===== src/inc/scan_tap_pkg.sv =====
// Constants and types for the boundary-scan test access port
package scan_tap_pkg;
    localparam int unsigned IR_WIDTH  = 3;
    localparam int unsigned BSR_WIDTH = 69;
    localparam int unsigned ID_WIDTH  = 32;
    localparam int unsigned TMS_SYNC_DEPTH = 2;

    typedef logic [IR_WIDTH-1:0]  instr_t;
    typedef logic [BSR_WIDTH-1:0] ring_t;
    typedef logic [ID_WIDTH-1:0]  ident_t;

    // Instruction encodings, free parameters of the design
    localparam instr_t INSTR_EXT_TEST   = 3'h0;
    localparam instr_t INSTR_IDENT      = 3'h1;
    localparam instr_t INSTR_SAMPLE_Z   = 3'h2;
    localparam instr_t INSTR_SAMPLE     = 3'h4;
    localparam instr_t INSTR_BYPASS     = 3'h7;

    localparam logic [1:0] IR_CAPTURE_PATTERN = 2'h1;
    // Arbitrary neutral identification value
    localparam ident_t IDENT_VALUE = 32'h0000_0001;

    // Controller states, Gray-coded along the usual path
    typedef enum logic [3:0] {
        ST_RESET      = 4'h0,
        ST_IDLE       = 4'h1,
        ST_SEL_DR     = 4'h3,
        ST_CAP_DR     = 4'h2,
        ST_SHIFT_DR   = 4'h6,
        ST_EXIT1_DR   = 4'h7,
        ST_PAUSE_DR   = 4'h5,
        ST_EXIT2_DR   = 4'h4,
        ST_UPD_DR     = 4'hC,
        ST_SEL_IR     = 4'hD,
        ST_CAP_IR     = 4'hF,
        ST_SHIFT_IR   = 4'hE,
        ST_EXIT1_IR   = 4'hA,
        ST_PAUSE_IR   = 4'hB,
        ST_EXIT2_IR   = 4'h9,
        ST_UPD_IR     = 4'h8
    } tap_state_t;

    typedef enum logic [1:0] {
        PATH_BYPASS = 2'h0,
        PATH_IDENT  = 2'h1,
        PATH_RING   = 2'h2
    } path_t;
endpackage : scan_tap_pkg


===== src/logic/sram_boundary_scan_tap.sv =====
// Boundary-scan test access port with a reduced instruction set
// Functional notes
// RL1: Standard controller state machine and registers; reduced instruction set only.
// RL2: All scan inputs sampled on test clock rising edge.
// RL3: Serial output changes only on test clock falling edge.
// RL4: Undriven mode select reads high, so idle port stays in reset.
// RL5: Serial output enabled only in shifting states, else floating.
// RL6: Registers shift toward LSB; input at MSB, LSB drives output.
// RL7: Loaded instruction selects exactly one register into the path.
// RL8: Five rising edges with mode select high force reset state.
// RL9: Scan reset leaves memory operation untouched.
// RL10: Power-up reset puts serial output in floating state.
// RL11: Instruction register three bits, loaded serially during instruction shift.
// RL12: Identification instruction loaded after power-up and every reset state.
// RL13: Capture-instruction loads binary 01 into two lowest shift bits.
// RL14: Bypass is one bit, cleared when bypass instruction executes.
// RL15: Pin ring register is 69 bits in fixed pin order.
// RL16: Capture-data loads pin ring; shift-data shifts it out.
// RL17: External-test, sample and sample-floating all capture the pin ring.
// RL18: Identification instruction captures hardwired 32-bit value, then shifts it.
// RL19: Unused systems hold test clock low permanently.
// RL20: All-zero instruction acts as sample, without floating outputs.
// RL21: Sample-floating forces memory outputs floating and selects pin ring.
// RL22: Update-data under sample changes nothing.
// RL23: Controller never loads reserved instruction encodings; the code loads any shifted encoding at update-instruction.
// RL24: Instruction encodings are design parameters.
// RL25: Undecoded encodings select the bypass register.
`timescale 1ns/1ps
module sram_boundary_scan_tap
    import scan_tap_pkg::*;
(
    input  wire logic                 clk_in,
    input  wire logic                 rstn_in,
    input  wire logic                 clk_en_in,
    input  wire logic                 tck_in,
    input  wire logic                 tms_in,
    input  wire logic                 tms_driven_in,
    input  wire logic                 tdi_in,
    input  wire scan_tap_pkg::ring_t  pin_ring_in,
    output logic                      tdo_out,
    output logic                      tdo_oe_n_out,
    output logic                      mem_outputs_float_out,
    output scan_tap_pkg::instr_t      scan_instruction_out,
    output logic                      tap_reset_out
);
    import scan_tap_pkg::*;

    logic [TMS_SYNC_DEPTH-1:0] tck_sync_reg;
    logic [TMS_SYNC_DEPTH-1:0] tms_sync_reg;
    logic [TMS_SYNC_DEPTH-1:0] tmsd_sync_reg;
    logic [TMS_SYNC_DEPTH-1:0] tdi_sync_reg;
    logic                      tck_prev_reg;
    logic                      tck_rise;
    logic                      tck_fall;
    logic                      tms_eff;
    logic                      tdi_s;

    tap_state_t                state_reg;
    tap_state_t                state_next;
    instr_t                    scan_instruction_reg;
    instr_t                    ir_shift_reg;
    logic                      scan_bypass_bit_reg;
    ring_t                     ring_meta_reg;
    ring_t                     ring_sync_reg;
    ring_t                     pin_ring_capture_reg;
    ident_t                    device_identification_reg;
    path_t                     path;
    logic                      serial_bit;
    logic                      shifting;
    logic                      tdo_reg;
    logic                      tdo_oe_n_reg;

    // Decode the register placed in the data path
    function automatic path_t decode_path(input instr_t ins);
        case (ins) // RL24
            INSTR_EXT_TEST: decode_path = PATH_RING; // RL17 RL20
            INSTR_SAMPLE:   decode_path = PATH_RING; // RL17
            INSTR_SAMPLE_Z: decode_path = PATH_RING; // RL21
            INSTR_IDENT:    decode_path = PATH_IDENT;
            default:        decode_path = PATH_BYPASS; // RL25 RL23
        endcase
    endfunction : decode_path

    // Two-stage synchronisers for the scan pins
    always_ff @(posedge clk_in or negedge rstn_in) begin
        if (!rstn_in) begin
            tck_sync_reg  <= '0;
            tms_sync_reg  <= '1;
            tmsd_sync_reg <= '0;
            tdi_sync_reg  <= '1;
            tck_prev_reg  <= 1'b0;
        end else if (clk_en_in) begin
            tck_sync_reg  <= {tck_sync_reg[0], tck_in};
            tms_sync_reg  <= {tms_sync_reg[0], tms_in};
            tmsd_sync_reg <= {tmsd_sync_reg[0], tms_driven_in};
            tdi_sync_reg  <= {tdi_sync_reg[0], tdi_in};
            tck_prev_reg  <= tck_sync_reg[1];
        end
    end

    // Two-stage synchroniser for the pin ring
    always_ff @(posedge clk_in or negedge rstn_in) begin
        if (!rstn_in) begin
            ring_meta_reg <= '0;
            ring_sync_reg <= '0;
        end else if (clk_en_in) begin
            ring_meta_reg <= pin_ring_in;
            ring_sync_reg <= ring_meta_reg;
        end
    end

    assign tck_rise = clk_en_in & tck_sync_reg[1] & ~tck_prev_reg; // RL2
    assign tck_fall = clk_en_in & ~tck_sync_reg[1] & tck_prev_reg; // RL3
    assign tms_eff  = tms_sync_reg[1] | ~tmsd_sync_reg[1]; // RL4
    assign tdi_s    = tdi_sync_reg[1];
    assign path     = decode_path(scan_instruction_reg); // RL7

    // Controller next state
    always_comb begin
        case (state_reg) // RL1 RL8
            ST_RESET:    state_next = tms_eff ? ST_RESET   : ST_IDLE;
            ST_IDLE:     state_next = tms_eff ? ST_SEL_DR  : ST_IDLE;
            ST_SEL_DR:   state_next = tms_eff ? ST_SEL_IR  : ST_CAP_DR;
            ST_CAP_DR:   state_next = tms_eff ? ST_EXIT1_DR : ST_SHIFT_DR;
            ST_SHIFT_DR: state_next = tms_eff ? ST_EXIT1_DR : ST_SHIFT_DR;
            ST_EXIT1_DR: state_next = tms_eff ? ST_UPD_DR  : ST_PAUSE_DR;
            ST_PAUSE_DR: state_next = tms_eff ? ST_EXIT2_DR : ST_PAUSE_DR;
            ST_EXIT2_DR: state_next = tms_eff ? ST_UPD_DR  : ST_SHIFT_DR;
            ST_UPD_DR:   state_next = tms_eff ? ST_SEL_DR  : ST_IDLE;
            ST_SEL_IR:   state_next = tms_eff ? ST_RESET   : ST_CAP_IR;
            ST_CAP_IR:   state_next = tms_eff ? ST_EXIT1_IR : ST_SHIFT_IR;
            ST_SHIFT_IR: state_next = tms_eff ? ST_EXIT1_IR : ST_SHIFT_IR;
            ST_EXIT1_IR: state_next = tms_eff ? ST_UPD_IR  : ST_PAUSE_IR;
            ST_PAUSE_IR: state_next = tms_eff ? ST_EXIT2_IR : ST_PAUSE_IR;
            ST_EXIT2_IR: state_next = tms_eff ? ST_UPD_IR  : ST_SHIFT_IR;
            ST_UPD_IR:   state_next = tms_eff ? ST_SEL_DR  : ST_IDLE;
            default:     state_next = ST_RESET;
        endcase
    end

    // Controller state, reset at power-up
    always_ff @(posedge clk_in or negedge rstn_in) begin
        if (!rstn_in) begin
            state_reg <= ST_RESET; // RL10
        end else if (tck_rise) begin
            state_reg <= state_next;
        end
    end

    // Instruction shift stage and active instruction
    always_ff @(posedge clk_in or negedge rstn_in) begin
        if (!rstn_in) begin
            ir_shift_reg         <= INSTR_IDENT;
            scan_instruction_reg <= INSTR_IDENT; // RL12
        end else if (tck_rise) begin
            case (state_reg)
                ST_RESET: begin
                    scan_instruction_reg <= INSTR_IDENT; // RL12
                end
                ST_CAP_IR: begin
                    ir_shift_reg <= {ir_shift_reg[IR_WIDTH-1:2], IR_CAPTURE_PATTERN}; // RL13
                end
                ST_SHIFT_IR: begin
                    ir_shift_reg <= {tdi_s, ir_shift_reg[IR_WIDTH-1:1]}; // RL11 RL6
                end
                ST_UPD_IR: begin
                    scan_instruction_reg <= ir_shift_reg; // RL11
                end
                default: begin
                end
            endcase
            if (state_next == ST_RESET) begin
                scan_instruction_reg <= INSTR_IDENT; // RL12
            end
        end
    end

    // Bypass bit
    always_ff @(posedge clk_in or negedge rstn_in) begin
        if (!rstn_in) begin
            scan_bypass_bit_reg <= 1'b0;
        end else if (tck_rise && path == PATH_BYPASS) begin
            if (state_reg == ST_CAP_DR) begin
                scan_bypass_bit_reg <= 1'b0; // RL14
            end else if (state_reg == ST_SHIFT_DR) begin
                scan_bypass_bit_reg <= tdi_s;
            end
        end
    end

    // Pin ring capture, no update stage so update acts as a pause
    always_ff @(posedge clk_in or negedge rstn_in) begin
        if (!rstn_in) begin
            pin_ring_capture_reg <= '0;
        end else if (tck_rise && path == PATH_RING) begin
            if (state_reg == ST_CAP_DR) begin
                pin_ring_capture_reg <= ring_sync_reg; // RL16 RL15
            end else if (state_reg == ST_SHIFT_DR) begin
                pin_ring_capture_reg <= {tdi_s, pin_ring_capture_reg[BSR_WIDTH-1:1]}; // RL6 RL16
            end
        end
    end // RL22

    // Identification register
    always_ff @(posedge clk_in or negedge rstn_in) begin
        if (!rstn_in) begin
            device_identification_reg <= '0;
        end else if (tck_rise && path == PATH_IDENT) begin
            if (state_reg == ST_CAP_DR) begin
                device_identification_reg <= IDENT_VALUE; // RL18
            end else if (state_reg == ST_SHIFT_DR) begin
                device_identification_reg <= {tdi_s, device_identification_reg[ID_WIDTH-1:1]}; // RL18 RL6
            end
        end
    end

    // Serial output source
    always_comb begin
        shifting = (state_reg == ST_SHIFT_DR) || (state_reg == ST_SHIFT_IR);
        if (state_reg == ST_SHIFT_IR) begin
            serial_bit = ir_shift_reg[0];
        end else begin
            case (path)
                PATH_RING:  serial_bit = pin_ring_capture_reg[0];
                PATH_IDENT: serial_bit = device_identification_reg[0];
                default:    serial_bit = scan_bypass_bit_reg;
            endcase
        end
    end

    // Serial output, on the falling edge
    always_ff @(posedge clk_in or negedge rstn_in) begin
        if (!rstn_in) begin
            tdo_reg <= 1'b0;
        end else if (tck_fall) begin
            tdo_reg <= serial_bit; // RL3
        end
    end

    // Serial output enable, floating outside shift states
    always_ff @(posedge clk_in or negedge rstn_in) begin
        if (!rstn_in) begin
            tdo_oe_n_reg <= 1'b1; // RL10
        end else if (tck_fall) begin
            tdo_oe_n_reg <= ~shifting; // RL5
        end
    end

    assign tdo_out               = tdo_reg;
    assign tdo_oe_n_out          = tdo_oe_n_reg;
    assign mem_outputs_float_out = (scan_instruction_reg == INSTR_SAMPLE_Z); // RL21
    assign scan_instruction_out  = scan_instruction_reg;
    assign tap_reset_out         = (state_reg == ST_RESET); // RL9
endmodule : sram_boundary_scan_tap


===== config.mk =====
export PLATFORM = sky130hd
export DESIGN_NAME = sram_boundary_scan_tap
export DESIGN_NICKNAME = d
export VERILOG_FILES = /design/src/inc/scan_tap_pkg.sv /design/src/logic/sram_boundary_scan_tap.sv
export SDC_FILE = /design/constraint.sdc
export NUM_CORES = 1
export LEC_CHECK = 0
export BUFFER_PORTS_ARGS = -buffer_cell sky130_fd_sc_hd__buf_4
export CAP_MARGIN = 20
export CORE_UTILIZATION = 40
export CTS_CLUSTER_SIZE = 30
export DETAILED_ROUTE_END_ITERATION = 6
export GPL_ROUTABILITY_DRIVEN = 0
export PLACE_DENSITY = 0.59
export RECOVER_POWER = 100
export SYNTH_ARGS = -nofsm -noshare
export SYNTH_HDL_FRONTEND = slang
export SYNTH_SLANG_ARGS = --single-unit
export TNS_END_PERCENT = 30

===== constraint.sdc =====
create_clock -name clk_in -period 2.6 [get_ports clk_in]
set_clock_uncertainty 0.2 [all_clocks]
set_input_delay 0.52 -clock clk_in [delete_from_list [all_inputs] [get_ports clk_in]]
set_output_delay 0.52 -clock clk_in [all_outputs]
set_load 0.03 [all_outputs]

==> results of run 1 <==
-- report_power, final --
| group | internal [mW] | switching (mW) | total (mW) |
|---|---|---|---|
| clock | 2.50 | 1.51 | 4.01 |
| sequential | 4.47 | 0.317 | 4.79 |
| combinational | 0.717 | 0.727 | 1.44 |
-- layer usage --
layer  GRT usage  part of all wire
met1      0.2042              0.50
met2      0.2073              0.44
met3     0.02312             0.037
met4     0.04023             0.023
met5           0                 0
-- placed cells by master (no fill, tap or decap), types with 3 or more instances in the layout --
cell type | Yosys | final
clkbuf_4 | 0 | 3
dfstp_2 | 7 | 7
nand3_1 | 4 | 4
mux2_2 | 151 | 151
dlygate4sd3_1 | 0 | 4
buf_12 | 0 | 3
ha_1 | 3 | 3
clkbuf_16 | 0 | 29
and3b_1 | 3 | 3
clkbuf_1 | 22 | 13
dfrtp_1 | 254 | 254
clkbuf_8 | 0 | 10
clkbuf_2 | 0 | 3
o21ai_0 | 73 | 105
buf_4 | 1 | 77
a31oi_1 | 4 | 4
nor2_1 | 8 | 8
mux2i_1 | 72 | 72
buf_6 | 11 | 3
inv_1 | 5 | 5
nor3_1 | 3 | 3
nand2_1 | 137 | 137
nand2b_1 | 7 | 7
a21oi_1 | 7 | 7
-- critical path, stage by stage (launching register included) --
cell,delay (ns)
dfrtp_1,0.54
nor4_1,0.40
clkbuf_2,0.27
-- layout make-up --
class	count	area, um2	share of cell area
sequential	261	6540	0.5184
multi-input combinational	528	3900	0.3092
timing repair buffer	101	780.7	0.06189
inverter	5	18.77	0.001488
clock buffer	45	885.9	0.07022
clock inverter	4	70.07	0.005554
tap	335	419.2	0.03323
-- kinds of logic after synthesis --
logic type / count (synthesis)
compound gates: 126
buf+inv: 61
fa+ha+maj: 3
mux: 223
simple gates: 176
flops: 261
-- metrics by stage --
| stage | area (um2) | cells | setup WS (ns) |
|---|---|---|---|
| global route | 12610 | 1279 | 0.03516 |
| detailed placement | 11720 | 1226 | 0.5899 |
| floorplan | 10780 | 850 | 0.1295 |
| finish | 12610 | 1279 | 0.1516 |
| CTS | 12700 | 1278 | 0.08359 |
| global placement | 11720 | 1226 | 0.6164 |
-- synthesized netlist by cell type, drive strengths merged, types with 2 or more instances --
cell type / n
ha: 3
nor2b: 2
mux2i: 72
nor3b: 3
inv: 5
nand3: 6
o21ai: 107
a31oi: 4
a22o: 2
nand2: 137
mux2: 151
dfstp: 7
and3b: 3
a21oi: 7
nor2: 8
dfrtp: 254
clkbuf: 22
o22ai: 2
buf: 34
and2: 2
nand2b: 8
nor3: 4
-- repair_timing --
item | CTS | global route
setup buffers | 0 | 0
gates resized for setup | 0 | 0
endpoints found under the hold margin | 51 | 1
hold buffers | 3 | 1
endpoints found under the setup margin | 0 | 0
-- path summary, 6_finish.rpt --
check,from,endpoint
worst min-delay path,pin_ring_in[37],ring_meta_reg[37]$_DFFE_PN0P_
worst min register to register,pin_ring_capture_reg[33]$_DFFE_PN0P_,pin_ring_capture_reg[33]$_DFFE_PN0P_
max in group asynchronous,rstn_in,pin_ring_capture_reg[66]$_DFFE_PN0P_
min in group asynchronous,rstn_in,state_reg[1]$_DFFE_PN0P_
worst max-delay path,state_reg[1]$_DFFE_PN0P_,tap_reset_out
worst max register to register,state_reg[1]$_DFFE_PN0P_,pin_ring_capture_reg[51]$_DFFE_PN0P_
==> results_dict.tcl, run 1 <==
set metrics [dict create \
    row_count 59 \
    hold_viol 0 \
    synth_compound_area_frac 0.06106 \
    crit_required_ns 1.88 \
    fin_setup_tns_ns 0 \
    holdPathStages 2 \
    synth_area_mm2 0.01078 \
    grt-ovfl-total 0 \
    status "finished with violations" \
    io_pins 83 \
    track_usage 0.1378 \
    wl_per_cell_um 14.03 \
    vias 6243 \
    synth_xor_area_frac 0 \
    drc 2 \
    coreArea_mm2 0.02628 \
    period_minus_slack_ns 2.448 \
    h-tree-depth 1 \
    synth_top_cell_area_share 0.5897 \
    synth_area_per_cell_um2 12.68 \
    worstRegToRegCells 5 \
    cp_data_arrival_time_ns 1.73 \
    start_util 0.4102 \
    synth_edf_count 0 \
    timing.fmax_mhz 408.4 \
    slew_viol_final 150 \
    ir_drop_v 0.0005071 \
    synthAdderAreaFrac 0.003482 \
    grt_setup_unrepaired "false" \
    hpwl_um 11010 \
    drt_first_pass_iters 6 \
    leakage_nw 5.280 \
    vias_per_cell 4.881 \
    clock_sinks 261 \
    antenna_found_initial 0 \
    hold_path_class "primary input to flip-flop" \
    drtAntennaViolNets 0 \
    p_total_mw 10.24 \
    drt_iter0_markers 314 \
    postSynthNetCount 929 \
    grt_max_degree 119 \
    r2r_slack_ns 0.23 \
    die_h_um 166.2 \
    clockRootBuffer "clkbuf_16" \
    synthCells 850 \
    violations "design-rule violations, max-capacitance violations, max-slew violations" \
    drive_above_1_share 0.3146 \
    die-area_mm2 0.02761 \
    grt_pass1_wl_um 32020 \
    clk_path_buf_depth 3 \
    synth_mux_area_frac 0.2246 \
    cp-start-kind "flip-flop" \
    yosys.area.top_type "dfrtp_1" \
    maxCapViolations 2 \
    yosysSeqAreaShare 0.6067 \
    num_antenna_cells 0 \
    ys_types 37 \
    cts_buffers 28 \
    min_period_over_period 0.9417 \
    critical_path_class "flip-flop to output pin" \
    area_growth_pct 17.03 \
    die_x_um 166.2 \
    whs_ns 0.02458 \
    synth_top_flop_cell "dfrtp_1" \
    async_flop_share 1.000 \
    power.density_mw_per_mm2 812.0 \
    fillers 2398 \
    crit_path_end_kind "output pin" \
    synthSimpleGateAreaFrac 0.07232 \
    setup_viol 0 \
    grt_pass1_vias 6342 \
    routed_wl_um 17950 \
    fin_util 0.4800 \
    crit_fanout 16 \
    port_buffers 82 \
    cts_tree "done" \
    fin_nets 1004 \
    synth_warnings 0 \
    clock_latency_ns 0.52 \
    tightest_slew_ns 1.720 \
    ys_ff_latch 261 \
    clk_pin_slew_worst_paths_ns 0.06 \
    synth_area_leaders "dfrtp_1 (59%), mux2_2 (16%), mux2i_1 (6.7%), nand2_1 (4.8%), o21ai_0 (3.4%)" \
    synth_top_family_by_area "multiplexers" \
    slew_headroom -0.1467 \
]
No activity file was read; power rests on OpenSTA's default activity.
==> run 2, diff against run 1 <==
- CAP_MARGIN: 20 -> 40
- PLACE_DENSITY: 0.59 -> 0.67
==> results_dict.tcl, run 2 (same netlist as run 1, synthesis figures left out) <==
set metrics [dict create \
    final_cell_mix "dfrtp_1 (254), mux2_2 (151), nand2_1 (137)" \
    final_common_cell "dfrtp_1" \
    vias_per_cell 4.859 \
    grt_pass1_wl_um 33020 \
    worstRegToRegCells 5 \
    r2r-end "pin_ring_capture_reg[9]$_DFFE_PN0P_" \
    leakage_nw 5.597 \
    hold_path_end "ring_meta_reg[20]$_DFFE_PN0P_" \
    clk_path_buf_depth 3 \
    period_minus_slack_ns 2.486 \
    coreArea_mm2 0.02628 \
    clock_sinks 261 \
    postCtsSetupRepairBufs 0 \
    drc 7 \
    crit_fanout 16 \
    clockRootBuffer "clkbuf_16" \
    cts_buffers 29 \
    port_buffers 82 \
    grt_setup_unrepaired "false" \
    die_h_um 166.2 \
    drive_above_1_share 0.2992 \
    h-tree-depth 1 \
    hp-start "pin_ring_in[20]" \
    setup_viol 0 \
    hold_buffers 67 \
    io_pins 83 \
    drt_iter0_markers 293 \
    clock_latency_ns 0.55 \
    holdPathStages 2 \
    fin_nets 1072 \
    slew_headroom -0.08906 \
    cts_tree "done" \
    crit_required_ns 1.88 \
    grt_max_degree 82 \
    maxCapViolations 2 \
    critical_path_class "flip-flop to output pin" \
    met1_usage 0.2030 \
    cp-start-kind "flip-flop" \
    whs_ns 0.02216 \
    wl_per_cell_um 13.85 \
    ir_drop_v 0.0004929 \
    clk_pin_slew_worst_paths_ns 0.06 \
    r2r_slack_ns 0.21 \
    timing.fmax_mhz 402.2 \
    tightest_slew_ns 1.634 \
    row_count 59 \
    cp_data_arrival_time_ns 1.77 \
    min_period_over_period 0.9563 \
    r2r-start "state_reg[1]$_DFFE_PN0P_" \
    die-area_mm2 0.02761 \
    met2_usage 0.2247 \
    slew_viol_final 131 \
    vias 6564 \
    drt_first_pass_iters 6 \
    crit_path_end_kind "output pin" \
    hold_viol 0 \
    routed_wl_um 18720 \
    hpwl_um 11290 \
    p_total_mw 10.58 \
    antenna_found_initial 0 \
    num_antenna_cells 0 \
    die_x_um 166.2 \
    violations "design-rule violations, max-capacitance violations, max-slew violations" \
    placed_cell_area_mm2 0.01176 \
    final_area_mm2 0.01334 \
    status "finished with violations" \
    top_usage_layer "met2" \
    grt_pass1_vias 6702 \
    area_growth_pct 23.71 \
    post_cts_resized 0 \
    use_met3 0.02502 \
    power.density_mw_per_mm2 793.3 \
    track_usage 0.1424 \
    fin_setup_tns_ns 0 \
    grt-ovfl-total 0 \
    drtAntennaViolNets 0 \
    hold_path_class "primary input to flip-flop" \
    start_util 0.4102 \
]
[run 2: per-layer routing]
metal | routed length (um) | vias up | part of all wire
met2 | 8537 | 86 | 0.46
met3 | 673 | 33 | 0.036
met5 | 0 | - | 0
li1 | - | 3224 | -
met1 | 9104 | 3221 | 0.49
met4 | 399 | 0 | 0.021
[run 2: worst max path at each step]
stage                             start                                   end  slack [ns]
6_report       state_reg[1]$_DFFE_PN0P_                         tap_reset_out        0.11
5_1_grt                         rstn_in  pin_ring_capture_reg[19]$_DFFE_PN0P_        0.03
4_1_cts        state_reg[1]$_DFFE_PN0P_                         tap_reset_out        0.07
3_5_place_dp   state_reg[1]$_DFFE_PN0P_  pin_ring_capture_reg[27]$_DFFE_PN0P_        0.50
3_3_place_gp   state_reg[1]$_DFFE_PN0P_  pin_ring_capture_reg[47]$_DFFE_PN0P_        0.52
2_1_floorplan  state_reg[0]$_DFFE_PN0P_                         tap_reset_out        0.13
[run 2: layout make-up]
class / instances / area (um2)
Inverter: 5 / 18.77
Clock inverter: 14 / 187.7
Sequential cell: 261 / 6540
Multi-Input combinational cell: 528 / 3892
Fill cell: 2282 / 12940
Tap cell: 335 / 419.2
Timing Repair Buffer: 168 / 1450
Clock buffer: 40 / 827.0
[run 2: through the flow]
step	cells	util	worst slack, ns
after floorplan	850	-	0.1295
after global placement	1229	0.4476	0.5156
after detailed placement	1229	0.4476	0.5019
after CTS	1350	0.5117	0.06696
after global routing	1351	0.5074	0.02790
final	1351	0.5074	0.1136
[run 2: critical path: stages, from the launching register on]
cell and delay (ns):
dfrtp_1 0.57, nor4_1 0.40, buf_2 0.26
[run 2: power breakdown]
group          total [mW]  leakage [nW]  switching, mW  internal, mW
combinational        1.54          1.81          0.750         0.790
sequential           4.80          3.29          0.323          4.47
clock                4.24         0.504           1.62          2.62
